<file path="src/design/timer_defs.svh">
// Purpose: Register offsets, field positions and reset values of the
//          three-channel 8-bit timer/event counter.
// Assumes: Offsets are the byte addresses on the CPU data-memory port.
// Notes:   Only definitions live here.
`ifndef TIMER_DEFS_SVH
`define TIMER_DEFS_SVH

// ****************************************************************
// Register offsets
// ****************************************************************
`define OFS_CH2_MODE     12'hF90
`define OFS_TIMER_CTRL   12'hF92
`define OFS_CH2_COUNT    12'hF94
`define OFS_CH2_MODULO   12'hF96
`define OFS_HIGH_MODULO  12'hF98
`define OFS_CH0_MODE     12'hFA0
`define OFS_CH0_OE       12'hFA2
`define OFS_CH0_COUNT    12'hFA4
`define OFS_CH0_MODULO   12'hFA6
`define OFS_CH1_MODE     12'hFA8
`define OFS_CH1_OE       12'hFAA
`define OFS_CH1_COUNT    12'hFAC
`define OFS_CH1_MODULO   12'hFAE

// ****************************************************************
// Field positions
// ****************************************************************
`define MODE_SEL_HI      6
`define MODE_SEL_LO      4
`define MODE_START       3
`define MODE_RUN         2
`define MODE_OP_HI       1
`define MODE_OP_LO       0
`define CTRL_GATE_EN     7
`define CTRL_OE2         3
`define CTRL_USED_MASK   8'h8F

// ****************************************************************
// Reset values and divider
// ****************************************************************
`define MODE_RESET       8'h00
`define CTRL_RESET       8'h00
`define BYTE_RESET       8'h00
`define PRESC_WIDTH      12

`endif

</file>
<file path="src/design/timer_pkg.sv">
// Purpose: Types shared by the timer/event counter files.
// Assumes: Nothing beyond the constants header.
// Notes:   Constants are macros; only types live here.
package timer_pkg;

	typedef logic [7:0] byte_t;
	typedef logic [11:0] addr_t;

	typedef enum logic [1:0] {
		OP_TIMER   = 2'b00,
		OP_PWM     = 2'b01,
		OP_CASCADE = 2'b10,
		OP_SPARE   = 2'b11
	} opmode_e;

	typedef enum logic {
		PH_HIGH = 1'b0,
		PH_LOW  = 1'b1
	} pwm_phase_e;

endpackage : timer_pkg

</file>
<file path="src/design/count_channel.sv">
// Purpose: One 8-bit count register with compare and restart.
// Assumes: Pulse is a one-cycle strobe on CLK, already gated.
// Notes:   Match is a registered one-cycle pulse.
`timescale 1ns/10ps
module count_channel #(
	parameter int WIDTH = 8
) (
	// Clock and reset
	input  wire logic             clk,
	input  wire logic             rstn,
	input  wire logic             ce,
	// Control
	input  wire logic             clr,
	input  wire logic             pulse,
	input  wire logic [WIDTH-1:0] cmp,
	// Status
	output logic      [WIDTH-1:0] count,
	output logic                  match
);

	logic             wrap;
	logic [WIDTH-1:0] next_count;

	// After a match the next pulse restarts from zero, so the period is
	// the modulo value plus one pulses.
	always_comb begin
		next_count = wrap ? '0 : WIDTH'(count + 1'b1);
	end

	always_ff @(posedge clk or negedge rstn) begin
		if (!rstn) begin
			count <= '0;
			wrap  <= 1'b0;
			match <= 1'b0;
		end else if (ce) begin
			match <= 1'b0;
			if (clr) begin
				count <= '0;
				wrap  <= 1'b0;
			end else if (pulse) begin
				count <= next_count;
				if (next_count == cmp) begin
					match <= 1'b1;
					wrap  <= 1'b1;
				end else begin
					wrap  <= 1'b0;
				end
			end
		end
	end

endmodule : count_channel

</file>
<file path="src/design/timer_event_counter.sv">
// Purpose: Three-channel 8-bit timer/event counter with gating and PWM.
// Assumes: CLK is the main oscillator; register port is synchronous.
// Notes:   Channel 1 cascade mode is treated as plain timer mode.
`timescale 1ns/10ps
`include "timer_defs.svh"
module timer_event_counter #(
	parameter int NCH = 3
) (
	// Clock, enable and reset
	input  wire logic           CLK,
	input  wire logic           CE,
	input  wire logic           RSTN,
	// Register port
	input  wire timer_pkg::addr_t ADDR,
	input  wire logic           WR,
	input  wire timer_pkg::byte_t WDATA,
	input  wire logic           BIT_WR,
	input  wire logic [2:0]     BIT_SEL,
	input  wire logic           BIT_VAL,
	input  wire logic           RD,
	output timer_pkg::byte_t    RDATA,
	// Interrupt flags
	input  wire logic [NCH-1:0] IRQ_CLR,
	output logic      [NCH-1:0] IRQ_FLAG,
	// Pins and serial link
	input  wire logic [NCH-1:0] EVENT_IN,
	output logic      [NCH-1:0] TIMER_OUT,
	output logic                SERIAL_TIMER
);
	import timer_pkg::*;

	// ****************************************************************
	// Registers and state
	// ****************************************************************
	byte_t                     mode_reg [NCH];
	byte_t                     modulo   [NCH];
	byte_t                     high_modulo;
	byte_t                     ctrl_reg;
	logic   [1:0]              oe01;
	logic   [NCH-1:0]          toggle_ff;
	logic   [NCH-1:0]          start;
	logic   [`PRESC_WIDTH-1:0] presc;
	logic   [NCH-1:0]          sync1;
	logic   [NCH-1:0]          sync2;
	logic   [NCH-1:0]          sync3;
	pwm_phase_e                phase;
	byte_t                     count    [NCH];
	logic   [NCH-1:0]          match;
	logic   [NCH-1:0]          pulse;
	logic   [NCH-1:0]          rise;
	logic   [NCH-1:0]          fall;
	byte_t                     cmp      [NCH];
	logic                      pwm_mode;
	logic                      gate_ok;
	byte_t                     next_rdata;

	// ****************************************************************
	// Helpers
	// ****************************************************************
	function automatic logic div_tick(input logic [`PRESC_WIDTH-1:0] p,
	                                  input int k);
		logic t;
		t = 1'b1;
		for (int i = 0; i < `PRESC_WIDTH; i++) begin
			if (i < k) begin
				t = t & p[i];
			end
		end
		return t;
	endfunction : div_tick

	function automatic logic is_mode(input addr_t a, input int ch);
		logic r;
		r = 1'b0;
		case (ch)
			0: r = (a == `OFS_CH0_MODE);
			1: r = (a == `OFS_CH1_MODE);
			default: r = (a == `OFS_CH2_MODE);
		endcase
		return r;
	endfunction : is_mode

	function automatic logic is_modulo(input addr_t a, input int ch);
		logic r;
		r = 1'b0;
		case (ch)
			0: r = (a == `OFS_CH0_MODULO);
			1: r = (a == `OFS_CH1_MODULO);
			default: r = (a == `OFS_CH2_MODULO);
		endcase
		return r;
	endfunction : is_modulo

	// ****************************************************************
	// Prescaler and event input synchronisers
	// ****************************************************************
	always_ff @(posedge CLK or negedge RSTN) begin
		if (!RSTN) begin
			presc <= '0;
		end else if (CE) begin
			presc <= `PRESC_WIDTH'(presc + 1'b1);
		end
	end

	// The third stage only exists so edge detection never looks at the
	// first synchroniser flop.
	always_ff @(posedge CLK or negedge RSTN) begin
		if (!RSTN) begin
			sync1 <= '0;
			sync2 <= '0;
			sync3 <= '0;
		end else if (CE) begin
			sync1 <= EVENT_IN;
			sync2 <= sync1;
			sync3 <= sync2;
		end
	end

	assign rise = sync2 & ~sync3;
	assign fall = ~sync2 & sync3;

	// ****************************************************************
	// Count pulse selection
	// ****************************************************************
	assign pwm_mode = (mode_reg[2][`MODE_OP_HI:`MODE_OP_LO] == OP_PWM);
	assign gate_ok  = !ctrl_reg[`CTRL_GATE_EN] || toggle_ff[0];

	always_comb begin
		logic p0;
		logic p1;
		logic p2;
		p0 = 1'b0;
		p1 = 1'b0;
		p2 = 1'b0;
		unique case (mode_reg[0][`MODE_SEL_HI:`MODE_SEL_LO])
			3'b000: p0 = rise[0];
			3'b001: p0 = fall[0];
			3'b100: p0 = div_tick(presc, 10);
			3'b101: p0 = div_tick(presc, 8);
			3'b110: p0 = div_tick(presc, 6);
			3'b111: p0 = div_tick(presc, 4);
			default: p0 = 1'b0;
		endcase
		unique case (mode_reg[1][`MODE_SEL_HI:`MODE_SEL_LO])
			3'b000: p1 = rise[1];
			3'b001: p1 = fall[1];
			3'b010: p1 = match[2];
			3'b011: p1 = div_tick(presc, 5);
			3'b100: p1 = div_tick(presc, 12);
			3'b101: p1 = div_tick(presc, 10);
			3'b110: p1 = div_tick(presc, 8);
			default: p1 = div_tick(presc, 6);
		endcase
		unique case (mode_reg[2][`MODE_SEL_HI:`MODE_SEL_LO])
			3'b000: p2 = rise[2];
			3'b001: p2 = fall[2];
			3'b010: p2 = div_tick(presc, 1);
			3'b011: p2 = 1'b1;
			3'b100: p2 = div_tick(presc, 10);
			3'b101: p2 = div_tick(presc, 8);
			3'b110: p2 = div_tick(presc, 6);
			default: p2 = div_tick(presc, 4);
		endcase
		pulse[0] = p0 && mode_reg[0][`MODE_RUN];
		pulse[1] = p1 && mode_reg[1][`MODE_RUN];
		pulse[2] = p2 && mode_reg[2][`MODE_RUN] && gate_ok;
	end

	always_comb begin
		cmp[0] = modulo[0];
		cmp[1] = modulo[1];
		cmp[2] = (pwm_mode && phase == PH_HIGH) ? high_modulo : modulo[2];
	end

	// ****************************************************************
	// Counters
	// ****************************************************************
	for (genvar g = 0; g < NCH; g++) begin : g_ch
		count_channel #(
			.WIDTH (8)
		) u_chan (
			.clk   (CLK),
			.rstn  (RSTN),
			.ce    (CE),
			.clr   (start[g]),
			.pulse (pulse[g]),
			.cmp   (cmp[g]),
			.count (count[g]),
			.match (match[g])
		);
	end

	// ****************************************************************
	// Register writes
	// ****************************************************************
	// The start bit never stores: it reads back as zero, which is the
	// automatic clear once the timer starts.
	always_ff @(posedge CLK or negedge RSTN) begin
		if (!RSTN) begin
			for (int i = 0; i < NCH; i++) begin
				mode_reg[i] <= `MODE_RESET;
				modulo[i]   <= `BYTE_RESET;
			end
			high_modulo <= `BYTE_RESET;
			ctrl_reg    <= `CTRL_RESET;
			oe01        <= '0;
			start       <= '0;
		end else if (CE) begin
			start <= '0;
			for (int i = 0; i < NCH; i++) begin
				if (WR && is_mode(ADDR, i)) begin
					mode_reg[i] <= WDATA & ~(8'h01 << `MODE_START);
					start[i]    <= WDATA[`MODE_START];
				end
				if (BIT_WR && is_mode(ADDR, i) && BIT_SEL == 3'(`MODE_START)) begin
					start[i] <= BIT_VAL;
				end
				if (WR && is_modulo(ADDR, i)) begin
					modulo[i] <= WDATA;
				end
			end
			if (WR && ADDR == `OFS_HIGH_MODULO) begin
				high_modulo <= WDATA;
			end
			if (WR && ADDR == `OFS_TIMER_CTRL) begin
				ctrl_reg <= WDATA & `CTRL_USED_MASK;
			end
			if (BIT_WR && ADDR == `OFS_TIMER_CTRL) begin
				ctrl_reg[BIT_SEL] <= BIT_VAL & |(`CTRL_USED_MASK & (8'h01 << BIT_SEL));
			end
			if (WR && ADDR == `OFS_CH0_OE) begin
				oe01[0] <= WDATA[0];
			end
			if (WR && ADDR == `OFS_CH1_OE) begin
				oe01[1] <= WDATA[0];
			end
			if (BIT_WR && ADDR == `OFS_CH0_OE && BIT_SEL == 3'd0) begin
				oe01[0] <= BIT_VAL;
			end
			if (BIT_WR && ADDR == `OFS_CH1_OE && BIT_SEL == 3'd0) begin
				oe01[1] <= BIT_VAL;
			end
		end
	end

	// ****************************************************************
	// Interrupt flags, toggle flip-flops and PWM phase
	// ****************************************************************
	// A match in the same cycle as a software clear keeps the flag set.
	always_ff @(posedge CLK or negedge RSTN) begin
		if (!RSTN) begin
			IRQ_FLAG <= '0;
		end else if (CE) begin
			for (int i = 0; i < NCH; i++) begin
				if (start[i] || IRQ_CLR[i]) begin
					IRQ_FLAG[i] <= 1'b0;
				end
				if (match[i] && !(i == 2 && pwm_mode && phase == PH_HIGH)) begin
					IRQ_FLAG[i] <= 1'b1;
				end
			end
		end
	end

	always_ff @(posedge CLK or negedge RSTN) begin
		if (!RSTN) begin
			toggle_ff <= '0;
		end else if (CE) begin
			for (int i = 0; i < NCH; i++) begin
				if (start[i] && i < 2) begin
					toggle_ff[i] <= 1'b0;
				end else if (start[i] && pwm_mode) begin
					toggle_ff[i] <= 1'b1;
				end else if (match[i]) begin
					toggle_ff[i] <= ~toggle_ff[i];
				end
			end
		end
	end

	always_ff @(posedge CLK or negedge RSTN) begin
		if (!RSTN) begin
			phase <= PH_HIGH;
		end else if (CE) begin
			if (start[2] || !pwm_mode) begin
				phase <= PH_HIGH;
			end else if (match[2]) begin
				phase <= (phase == PH_HIGH) ? PH_LOW : PH_HIGH;
			end
		end
	end

	// ****************************************************************
	// Pins and serial link
	// ****************************************************************
	always_ff @(posedge CLK or negedge RSTN) begin
		if (!RSTN) begin
			TIMER_OUT    <= '0;
			SERIAL_TIMER <= 1'b0;
		end else if (CE) begin
			TIMER_OUT[0] <= oe01[0] & toggle_ff[0];
			TIMER_OUT[1] <= oe01[1] & toggle_ff[1];
			TIMER_OUT[2] <= ctrl_reg[`CTRL_OE2] & toggle_ff[2];
			SERIAL_TIMER <= toggle_ff[0];
		end
	end

	// ****************************************************************
	// Register reads
	// ****************************************************************
	always_comb begin
		next_rdata = 8'h00;
		unique case (ADDR)
			`OFS_CH0_MODE:    next_rdata = mode_reg[0];
			`OFS_CH1_MODE:    next_rdata = mode_reg[1];
			`OFS_CH2_MODE:    next_rdata = mode_reg[2];
			`OFS_CH0_MODULO:  next_rdata = modulo[0];
			`OFS_CH1_MODULO:  next_rdata = modulo[1];
			`OFS_CH2_MODULO:  next_rdata = modulo[2];
			`OFS_CH0_COUNT:   next_rdata = count[0];
			`OFS_CH1_COUNT:   next_rdata = count[1];
			`OFS_CH2_COUNT:   next_rdata = count[2];
			`OFS_HIGH_MODULO: next_rdata = high_modulo;
			`OFS_TIMER_CTRL:  next_rdata = ctrl_reg;
			`OFS_CH0_OE:      next_rdata = {7'h00, oe01[0]};
			`OFS_CH1_OE:      next_rdata = {7'h00, oe01[1]};
			default:          next_rdata = 8'h00;
		endcase
	end

	always_ff @(posedge CLK or negedge RSTN) begin
		if (!RSTN) begin
			RDATA <= 8'h00;
		end else if (CE && RD) begin
			RDATA <= next_rdata;
		end
	end

endmodule : timer_event_counter

</file>
<file path="config.mk">
export PLATFORM = sky130hd
export DESIGN_NAME = timer_event_counter
export DESIGN_NICKNAME = d
export VERILOG_FILES = /design/src/design/timer_pkg.sv /design/src/design/count_channel.sv /design/src/design/timer_event_counter.sv
export VERILOG_INCLUDE_DIRS = /design/src /design/src/design
export SDC_FILE = /design/constraint.sdc
export NUM_CORES = 1
export LEC_CHECK = 0
export BUFFER_PORTS_ARGS = -buffer_cell sky130_fd_sc_hd__buf_2
export CORE_ASPECT_RATIO = 0.6
export CORE_MARGIN = 3
export CORE_UTILIZATION = 32
export CTS_BUF_LIST = sky130_fd_sc_hd__clkbuf_2
export DETAILED_ROUTE_END_ITERATION = 7
export RECOVER_POWER = 100
export SLEW_MARGIN = 10
export SYNTH_ARGS = -nofsm -noshare
export SYNTH_HDL_FRONTEND = slang
export SYNTH_SLANG_ARGS = --single-unit
</file>
<file path="constraint.sdc">
create_clock -name CLK -period 2.7 [get_ports CLK]
set_input_delay 0.27 -clock CLK [delete_from_list [all_inputs] [get_ports CLK]]
set_output_delay 0.27 -clock CLK [all_outputs]
set_load 0.01 [all_outputs]
</file>
==> results.yml, run 1 <==
run_status:
  status: "finished clean"
routing:
  ant_nets: 0
  finalWirelength_um: 25500
  first_pass_iters: 5
  vias: 6561
  wl_per_cell_um: 21.9
  drc: 0
  drt-initial-drc-count: 648
  viasPerCell: 5.64
clock_network:
  root_buffer: "clkbuf_2"
  cts_buffers: 17
  clockBufferDepth: 2
  clkTransAtPathRegs_ns: 0.23
  cts_tree: "yes"
  insertion_delay_ns: 0.76
  htree_levels: 4
  cts.sinks: 136
floorplanning:
  die-area_um2: 25900
  die-height_um: 126
  die_width_um: 206
  io_pins: 51
  coreArea_um2: 23300
  row_count: 43
  start_util_pct: 32.9
cells_and_area:
  drive_gt1_share_pct: 20.6
  syn_to_final_growth_pct: 16.1
  final_cells: 1164
  post-route-util_pct: 38.2
  diodes: 0
  nets: 877
  final_common_cell: "dfrtp_1"
  largest_reg_flops: 24
  fin_area_um2: 8910
  mostFrequentLayoutCells: "136 x dfrtp_1, 77 x mux2_2, 56 x nand2_1"
power:
  p_per_area_nw_per_um2: 460
  pwr-share-seq_pct: 54.0
  ir_drop_v: 0.000204
  pwr-share-comb_pct: 10.4
  clkPwrFrac_pct: 35.6
  p_sw_uw: 1180
  p_int_uw: 2920
  power_leakage_uw: 0.00386
  swShare_pct: 28.9
synth:
  synth.largest_area_cell: "dfrtp_1"
  yosysWarnings: 0
  syn-mean-instance-area_um2: 10.3
  synth_edf_count: 0
  yosysTopAreaCellShare_pct: 44.3
  synth.distinct_cells: 76
  synthesis.instances: 742
  synthArstFlopShare_pct: 100
  synth_nets: 783
  synth_ff_type: "dfrtp_1"
  ys_ff_latch: 136
  ys_seq_area_share_pct: 44.3
  syn_area_um2: 7680
  synthTopCellsByArea: "dfrtp_1 44%, mux2_2 11%, mux2i_1 2.7%, nand2_1 2.7%, a21oi_1 2.4%"
setup_path:
  crit_path_start_kind: "primary input"
  end_kind: "flip-flop"
  crit_top_cell: "dlygate4sd3_1"
  crit_type: "primary input to flip-flop"
  crit_fanout: 13
  critPathArrivalTime_ns: 3.16
  reg2reg_depth: 6
  max_stage_delay_ns: 0.60
  slowest_stage: "dlygate4sd3_1"
  cp_cell_sequence: "dlygate4sd3_1 > buf_2 > nand2b_1 > nor3_2 > nand4_1 > or3_1 > o31ai_1 > a21oi_1 > dlygate4sd3_1"
  cp.required_ns: 3.36
placed_design:
  portBuffers: 50
  place_inst: 1100
  placed_area_um2: 8370
  pre_cts_ws_ns: 0.361
  place_hpwl_um: 19200
  gp_congestion: 0.968
grt:
  antenna_found_initial: 0
  grt_pass1_wl_um: 38700
  gr-total-overflow: 0
  grt_pass1_vias: 6205
  track_usage_pct: 20.0
  grt_max_degree: 54
timing:
  layout_min_cycle_time_ns: 2.51
  grt_setup_unrepaired: "no"
  setup_viol_count_final: 0
  setup_slack_ns: 0.193
  hold_violations: 0
  max-slew-margin-rel_pct: 8.95
  final.setup.tns_ns: 0
  clock_skew_ns: 0.0322
  clock.fmax_mhz: 399
  drv_slew: 0
  tightestPinTransition_ns: 1.37
  fin_crit_sh_pct: 92.8
job:
  drv_cap: 0
worst_hold_path:
  hold_path.class: "primary input to flip-flop"
  min_path_cells: 4
layout make-up:
cell class	count	area (um^2)
Multi-Input combinational cell	560	4060
Clock buffer	18	90.1
Timing Repair Buffer	104	698
Inverter	17	63.8
Clock inverter	14	198
Fill cell	2372	14400
Sequential cell	136	3400
Tap cell	315	394
through the flow:
stage | total power [uW] | hold slack (ns)
4_1_cts | 4140 | 0.0689
3_5_place_dp | 2650 | 0.310
6_report | 4100 | 0.134
5_1_grt | 4280 | 0.0944
2_1_floorplan | 2460 | -0.0256
3_3_place_gp | 2640 | 0.313
power groups by stage:
stage          clock network [uW]  logic [uW]  registers (uW)
3_5_place_dp                    0         399            2250
6_report                     1460         428            2210
2_1_floorplan                   0         261            2200
4_1_cts                      1490         435            2210
3_3_place_gp                    0         394            2240
5_1_grt                      1570         472            2230
final timing paths:
kind	from	endpoint	slack (ns)
hold / removal	ADDR[3]	start[1]	0.13
hold reg to reg	presc[11]	presc[11]	0.50
max in group asynchronous	RSTN	toggle_ff[1]	0.39
min in group asynchronous	RSTN	mode_reg[23]	0.51
setup reg to reg	mode_reg[0]	g_ch[2].u_chan.match	0.23
setup / recovery	ADDR[0]	ctrl_reg[7]	0.19
cell families after synthesis:
kind of cell             Yosys count  synth area share (%)
AND/OR/NAND/NOR                  227                  16.2
XOR/XNOR                          34                  4.06
buffers and inverters             46                  2.66
flip-flops                       136                  44.3
AO/OA/AOI/OAI                    195                  17.6
multiplexers                      99                  14.3
adder cells (fa/ha/maj)            5                 0.815
synthesized netlist by cell type (9+ instances only):
library cell	instances
a21o_1	14
clkbuf_1	12
o21ai_0	35
buf_2	10
nand2b_1	14
nand3_1	28
a22o_1	11
a21oi_1	37
nor2_1	39
xnor2_1	16
inv_1	17
nand3b_1	10
mux2i_1	21
o31ai_1	9
xor2_1	17
nand2_1	55
mux2_2	77
nor3_1	15
dfrtp_1	136
nand4_1	9
a22oi_1	12
worst max-delay path: cells and delay by family:
| kind | cells | cell delay, ns |
|---|---|---|
| AO/OA/AOI/OAI | 2 | 0.17 |
| buffers and inverters | 3 | 1.38 |
| AND/OR/NAND/NOR | 4 | 1.34 |
routing by layer:
layer	part of all wire (%)	wire length [um]	GRT usage, %
met2	38	9740	25.1
met5	0	0	0
met4	1.3	320	4.47
met3	10	2660	6.61
met1	50	12800	32.4
what timing repair did:
| action | in CTS | in global routing |
|---|---|---|
| gates resized for setup | 0 | 0 |
| hold buffers | 32 | 0 |
| endpoints found under the hold margin | 208 | 0 |
| setup buffers | 0 | 0 |
| setup endpoints to repair | 0 | 0 |
Power figures use the tool's default switching activity.
==> run 2, diff against run 1 <==
Settings changed: ABC_AREA set to 1, CORE_ASPECT_RATIO 0.6 to unset.
==> results.yml, run 2 <==
routing:
  drt-initial-drc-count: 808
  drc: 0
  wl_per_cell_um: 16.0
  finalWirelength_um: 24000
  vias: 7522
  ant_nets: 0
  first_pass_iters: 5
  viasPerCell: 5.01
cells_and_area:
  fin_area_um2: 8850
  mostFrequentLayoutCells: "343 x nand2_1, 136 x dfrtp_1, 128 x inv_1"
  drive_gt1_share_pct: 8.30
  final_cells: 1500
  final_common_cell: "nand2_1"
  fill_cells: 2568
  diodes: 0
  nets: 1209
  largest_reg_flops: 24
  syn_to_final_growth_pct: 12.5
placed_design:
  placed_area_um2: 8480
  gp_congestion: 0.927
  pre_cts_ws_ns: 0.556
  place_inst: 1435
  place_hpwl_um: 17900
  portBuffers: 50
setup_path:
  reg2reg_depth: 10
  critPathArrivalTime_ns: 3.22
  end_kind: "flip-flop"
  r2r_start: "presc[0]"
  crit_fanout: 12
  crit_path_start_kind: "primary input"
  cp.required_ns: 3.43
  rrSetupSlack_ns: 0.48
  r2r_end: "g_ch[0].u_chan.count[0]"
  crit_type: "primary input to flip-flop"
synth:
  ys_seq_area_share_pct: 43.3
  synth_ff_type: "dfrtp_1"
  synth_nets: 1122
  synthesis.instances: 1081
  yosysWarnings: 0
  synth.largest_area_cell: "dfrtp_1"
  synthArstFlopShare_pct: 100
  synthTopCellsByArea: "dfrtp_1 43%, nand2_1 16%, nand3_1 7.1%, inv_1 6.0%, nor2_1 4.8%"
  synth.distinct_cells: 40
  synth_edf_count: 0
  yosys-top-cells-count: "334 x nand2_1, 136 x dfrtp_1, 126 x inv_1"
  syn-mean-instance-area_um2: 7.28
  ys_ff_latch: 136
  synth_most_common_cell: "nand2_1"
  syn_area_um2: 7870
  yosysTopAreaCellShare_pct: 43.3
worst_hold_path:
  min_path_cells: 6
  whs_endpoint: "start[1]"
  hold_path.class: "primary input to flip-flop"
  hp-start: "ADDR[0]"
grt:
  grt_pass1_wl_um: 38000
  grt_pass1_vias: 6944
  use_met1_pct: 27.7
  grt_max_degree: 73
  grt.busiest_layer: "met1"
  gr-total-overflow: 0
  gr-usage-met2_pct: 27.0
  antenna_found_initial: 0
  use_met3_pct: 3.71
  track_usage_pct: 18.4
timing:
  setup_slack_ns: 0.216
  drv_slew: 72
  max-slew-margin-rel_pct: -29.3
  hold_violations: 0
  fin_crit_sh_pct: 92.0
  tightestPinTransition_ns: 1.94
  clock.fmax_mhz: 403
  clock_skew_ns: 0.0398
  setup_viol_count_final: 0
  final.setup.tns_ns: 0
  grt_setup_unrepaired: "no"
  layout_min_cycle_time_ns: 2.48
floorplanning:
  row_count: 56
  die-area_um2: 26500
  die_width_um: 163
  io_pins: 51
  die-height_um: 163
  coreArea_um2: 23800
  start_util_pct: 33.0
clock_network:
  clkTransAtPathRegs_ns: 0.23
  cts.sinks: 136
  htree_levels: 4
  insertion_delay_ns: 0.79
  cts_buffers: 17
  cts_tree: "yes"
  clockBufferDepth: 2
  root_buffer: "clkbuf_2"
  ctsResizeCount: 0
power:
  p_per_area_nw_per_um2: 435
  power_leakage_uw: 0.00453
  ir_drop_v: 0.000252
  p_total_uw: 3850
job:
  drv_cap: 1
run_status:
  violations: "max-capacitance violations, max-slew violations"
  status: "finished with violations"
## run 2: cell types whose count changed after synthesis, sizes merged, moves of 16 or more
cell / change
o21ai: +45
a21oi: -16
inv: +115
nor2: +77
nand3: +82
mux2i: -21
nand2: +291
nand4: +30
mux2: -77
o22ai: +16
## run 2: layer usage
metal  vias up  share of wire (%)
li1       3700                  -
met1      3538                 49
met2       256                 42
met3        28                7.1
met4         0                1.8
met5         -                  0
## run 2: power breakdown
| group | switching, uW | internal [uW] |
|---|---|---|
| clock network | 866 | 351 |
| logic | 277 | 150 |
| registers | 87.0 | 2120 |
| total | 1230 | 2620 |
## run 2: worst max path at each step
stage                  start  slack, ns  cells after the start                      end
detailed placement  presc[0]       0.56                     11  g_ch[0].u_chan.count[5]
CTS                       CE       0.27                     11                 RDATA[5]
floorplan           presc[0]       0.95                     11  g_ch[0].u_chan.count[2]
global route         ADDR[4]       0.04                     14                 RDATA[5]
finish                    CE       0.22                     11                 RDATA[5]
global placement    presc[0]       0.61                     11  g_ch[0].u_chan.count[5]
## run 2: what timing repair did
action,4_1_cts,5_1_grt
hold buffers,33,0
buffers inserted,0,0
hold endpoints to repair,180,0
## run 2: kinds of logic after synthesis
family / after synthesis / share of synthesized area, %
adders and majority gates: 5 / 0.795
buffers and inverters: 153 / 7.63
AOI/OAI and AO/OA: 140 / 10.4
xor gates and xnor gates: 11 / 1.22
DFF: 136 / 43.3
and+or+nand+nor: 636 / 36.7
## run 2: per-stage QoR
step	hold WS [ns]	utilization (%)
6_report	0.0454	37.2
5_1_grt	0.0624	37.2
4_1_cts	0.0109	37.9
3_5_place_dp	0.338	35.6
3_3_place_gp	0.338	35.6
2_1_floorplan	-0.0256	-
## run 2: area by class of cell
class,count,area [um^2],share of cell area [%]
clock inverters,15,143,1.61
multi-input cells,792,3720,42.0
inverters,132,495,5.60
clock buffers,17,85.1,0.961
well taps,319,399,4.51
flip-flops and latches,136,3400,38.4
repair buffers,89,607,6.85
## run 2: critical path, cell delays in order
cell and delay [ns]:
dlygate4sd3_1 0.54, buf_2 0.16, buf_4 0.24, nand2_1 0.25, a21oi_1 0.19, nand4_1 0.10, a21oi_1 0.13, dlygate4sd3_1 0.65
nand2_1 0.09, nand2_1 0.06, dlygate4sd3_1 0.53
==> run 3, diff against run 2 <==
Settings changed: CORE_ASPECT_RATIO set to 0.6.
==> results.yml, run 3 (synthesized netlist as in run 2, its figures left out) <==
grt:
  use_met1_pct: 32.3
  grt_max_degree: 50
  gr-usage-met2_pct: 23.5
  track_usage_pct: 19.8
  grt_pass1_wl_um: 40500
  grt_pass1_vias: 6840
  use_met3_pct: 8.02
  antenna_found_initial: 1
  grt.busiest_layer: "met1"
  gr-total-overflow: 0
routing:
  first_pass_iters: 5
  viasPerCell: 5.13
  finalWirelength_um: 26300
  ant_nets: 0
  vias: 7706
  drt-initial-drc-count: 877
  wl_per_cell_um: 17.5
  drc: 0
power:
  p_int_uw: 2710
  power_leakage_uw: 0.00456
  p_per_area_nw_per_um2: 443
  pwr-share-seq_pct: 55.9
  pwr-share-comb_pct: 11.2
  swShare_pct: 31.5
  ir_drop_v: 0.000233
  p_sw_uw: 1250
  clkPwrFrac_pct: 32.9
clock_network:
  clockBufferDepth: 2
  cts_tree: "yes"
  insertion_delay_ns: 0.75
  root_buffer: "clkbuf_2"
  htree_levels: 4
  clkTransAtPathRegs_ns: 0.22
  cts_buffers: 17
  cts.sinks: 136
timing:
  max-slew-margin-rel_pct: -17.6
  fin_crit_sh_pct: 96.9
  clock.fmax_mhz: 382
  layout_min_cycle_time_ns: 2.62
  hold_violations: 0
  drv_slew: 25
  final.setup.tns_ns: 0
  clock_skew_ns: 0.0478
  tightestPinTransition_ns: 1.76
  setup_viol_count_final: 0
  grt_setup_unrepaired: "no"
floorplanning:
  die_width_um: 208
  coreArea_um2: 23600
  die-area_um2: 26600
  row_count: 43
  start_util_pct: 33.3
  die-height_um: 127
  io_pins: 51
setup_path:
  critPathArrivalTime_ns: 3.29
  crit_fanout: 11
  cp.required_ns: 3.37
  crit_path_start_kind: "primary input"
  end_kind: "flip-flop"
  crit_type: "primary input to flip-flop"
placed_design:
  portBuffers: 50
  placed_area_um2: 8480
  gp_congestion: 0.981
  place_inst: 1432
  place_hpwl_um: 20000
job:
  drv_cap: 1
cells_and_area:
  nets: 1214
  final_common_cell: "nand2_1"
  drive_gt1_share_pct: 8.43
  diodes: 0
  final_cells: 1501
  syn_to_final_growth_pct: 13.5
  largest_reg_flops: 24
  seqCellArea_um2: 3400
  multi_input_area_um2: 3730
  fill_cells: 2528
  fin_area_um2: 8930
  mostFrequentLayoutCells: "342 x nand2_1, 136 x dfrtp_1, 128 x inv_1"
worst_hold_path:
  hold_path.class: "primary input to flip-flop"
run_status:
  violations: "max-capacitance violations, max-slew violations"
  status: "finished with violations"
[run 3: changes by cell type in the layout (fill, tap and decap cells not counted), sizes merged]
cell / delta
inv: -4
clkbuf: +3
dlygate4sd3: +3
bufinv: +1
clkinv: +1
clkinvlp: +1
[run 3: critical path, stage by stage]
cell	delay, ns
dlygate4sd3_1	0.52
buf_2	0.27
buf_4	0.25
nand2_2	0.16
a21oi_1	0.16
nand4_1	0.10
a21oi_1	0.19
dlygate4sd3_1	0.69
nand2_1	0.08
nand2_1	0.06
dlygate4sd3_1	0.54
[run 3: area by class of cell]
cell class,instances,share of cell area [%]
Tap cell,315,4.42
Inverter,132,5.55
Clock inverter,14,1.70
Sequential cell,136,38.1
Clock buffer,18,1.01
Timing Repair Buffer,94,7.37
Multi-Input combinational cell,792,41.8
[run 3: what timing repair did]
action,in CTS,in global routing
gates resized for setup,0,1
hold buffers,37,0
endpoints found under the hold margin,192,0
endpoints found under the setup margin,0,1
buffers inserted,0,0
[run 3: per-stage QoR]
stage	util, %	setup slack, ns	hold slack (ns)	total power, uW
2_1_floorplan	-	0.949	-0.0256	2460
3_3_place_gp	35.9	0.569	0.256	2650
3_5_place_dp	35.9	0.474	0.262	2660
4_1_cts	38.5	0.0893	0.0213	3990
5_1_grt	37.8	0.0722	0.0994	4140
6_report	37.8	0.0839	0.0817	3950
[run 3: metal layers]
layer | vias up | wire length (um)
li1 | 3701 | -
met1 | 3600 | 13300
met2 | 384 | 9070
met3 | 21 | 3710
met4 | 0 | 229
met5 | - | 0
[run 3: power groups by stage]
stage	logic [uW]	registers, uW	clock network (uW)
2_1_floorplan	241	2220	0
3_3_place_gp	416	2240	0
3_5_place_dp	416	2240	0
4_1_cts	455	2210	1330
5_1_grt	507	2220	1410
6_report	445	2210	1300
[run 3: worst paths after layout]
kind,startpoint,cells past startpoint,slack [ns],end
min in group asynchronous,RSTN,3,1.05,g_ch[2].u_chan.count[4]
worst min-delay path,BIT_SEL[0],5,0.08,ctrl_reg[4]
max in group asynchronous,RSTN,4,0.37,presc[3]
worst max-delay path,CE,11,0.08,RDATA[7]
worst max register to register,presc[0],10,0.39,g_ch[0].u_chan.count[0]
worst min register to register,toggle_ff[1],1,0.50,toggle_ff[1]
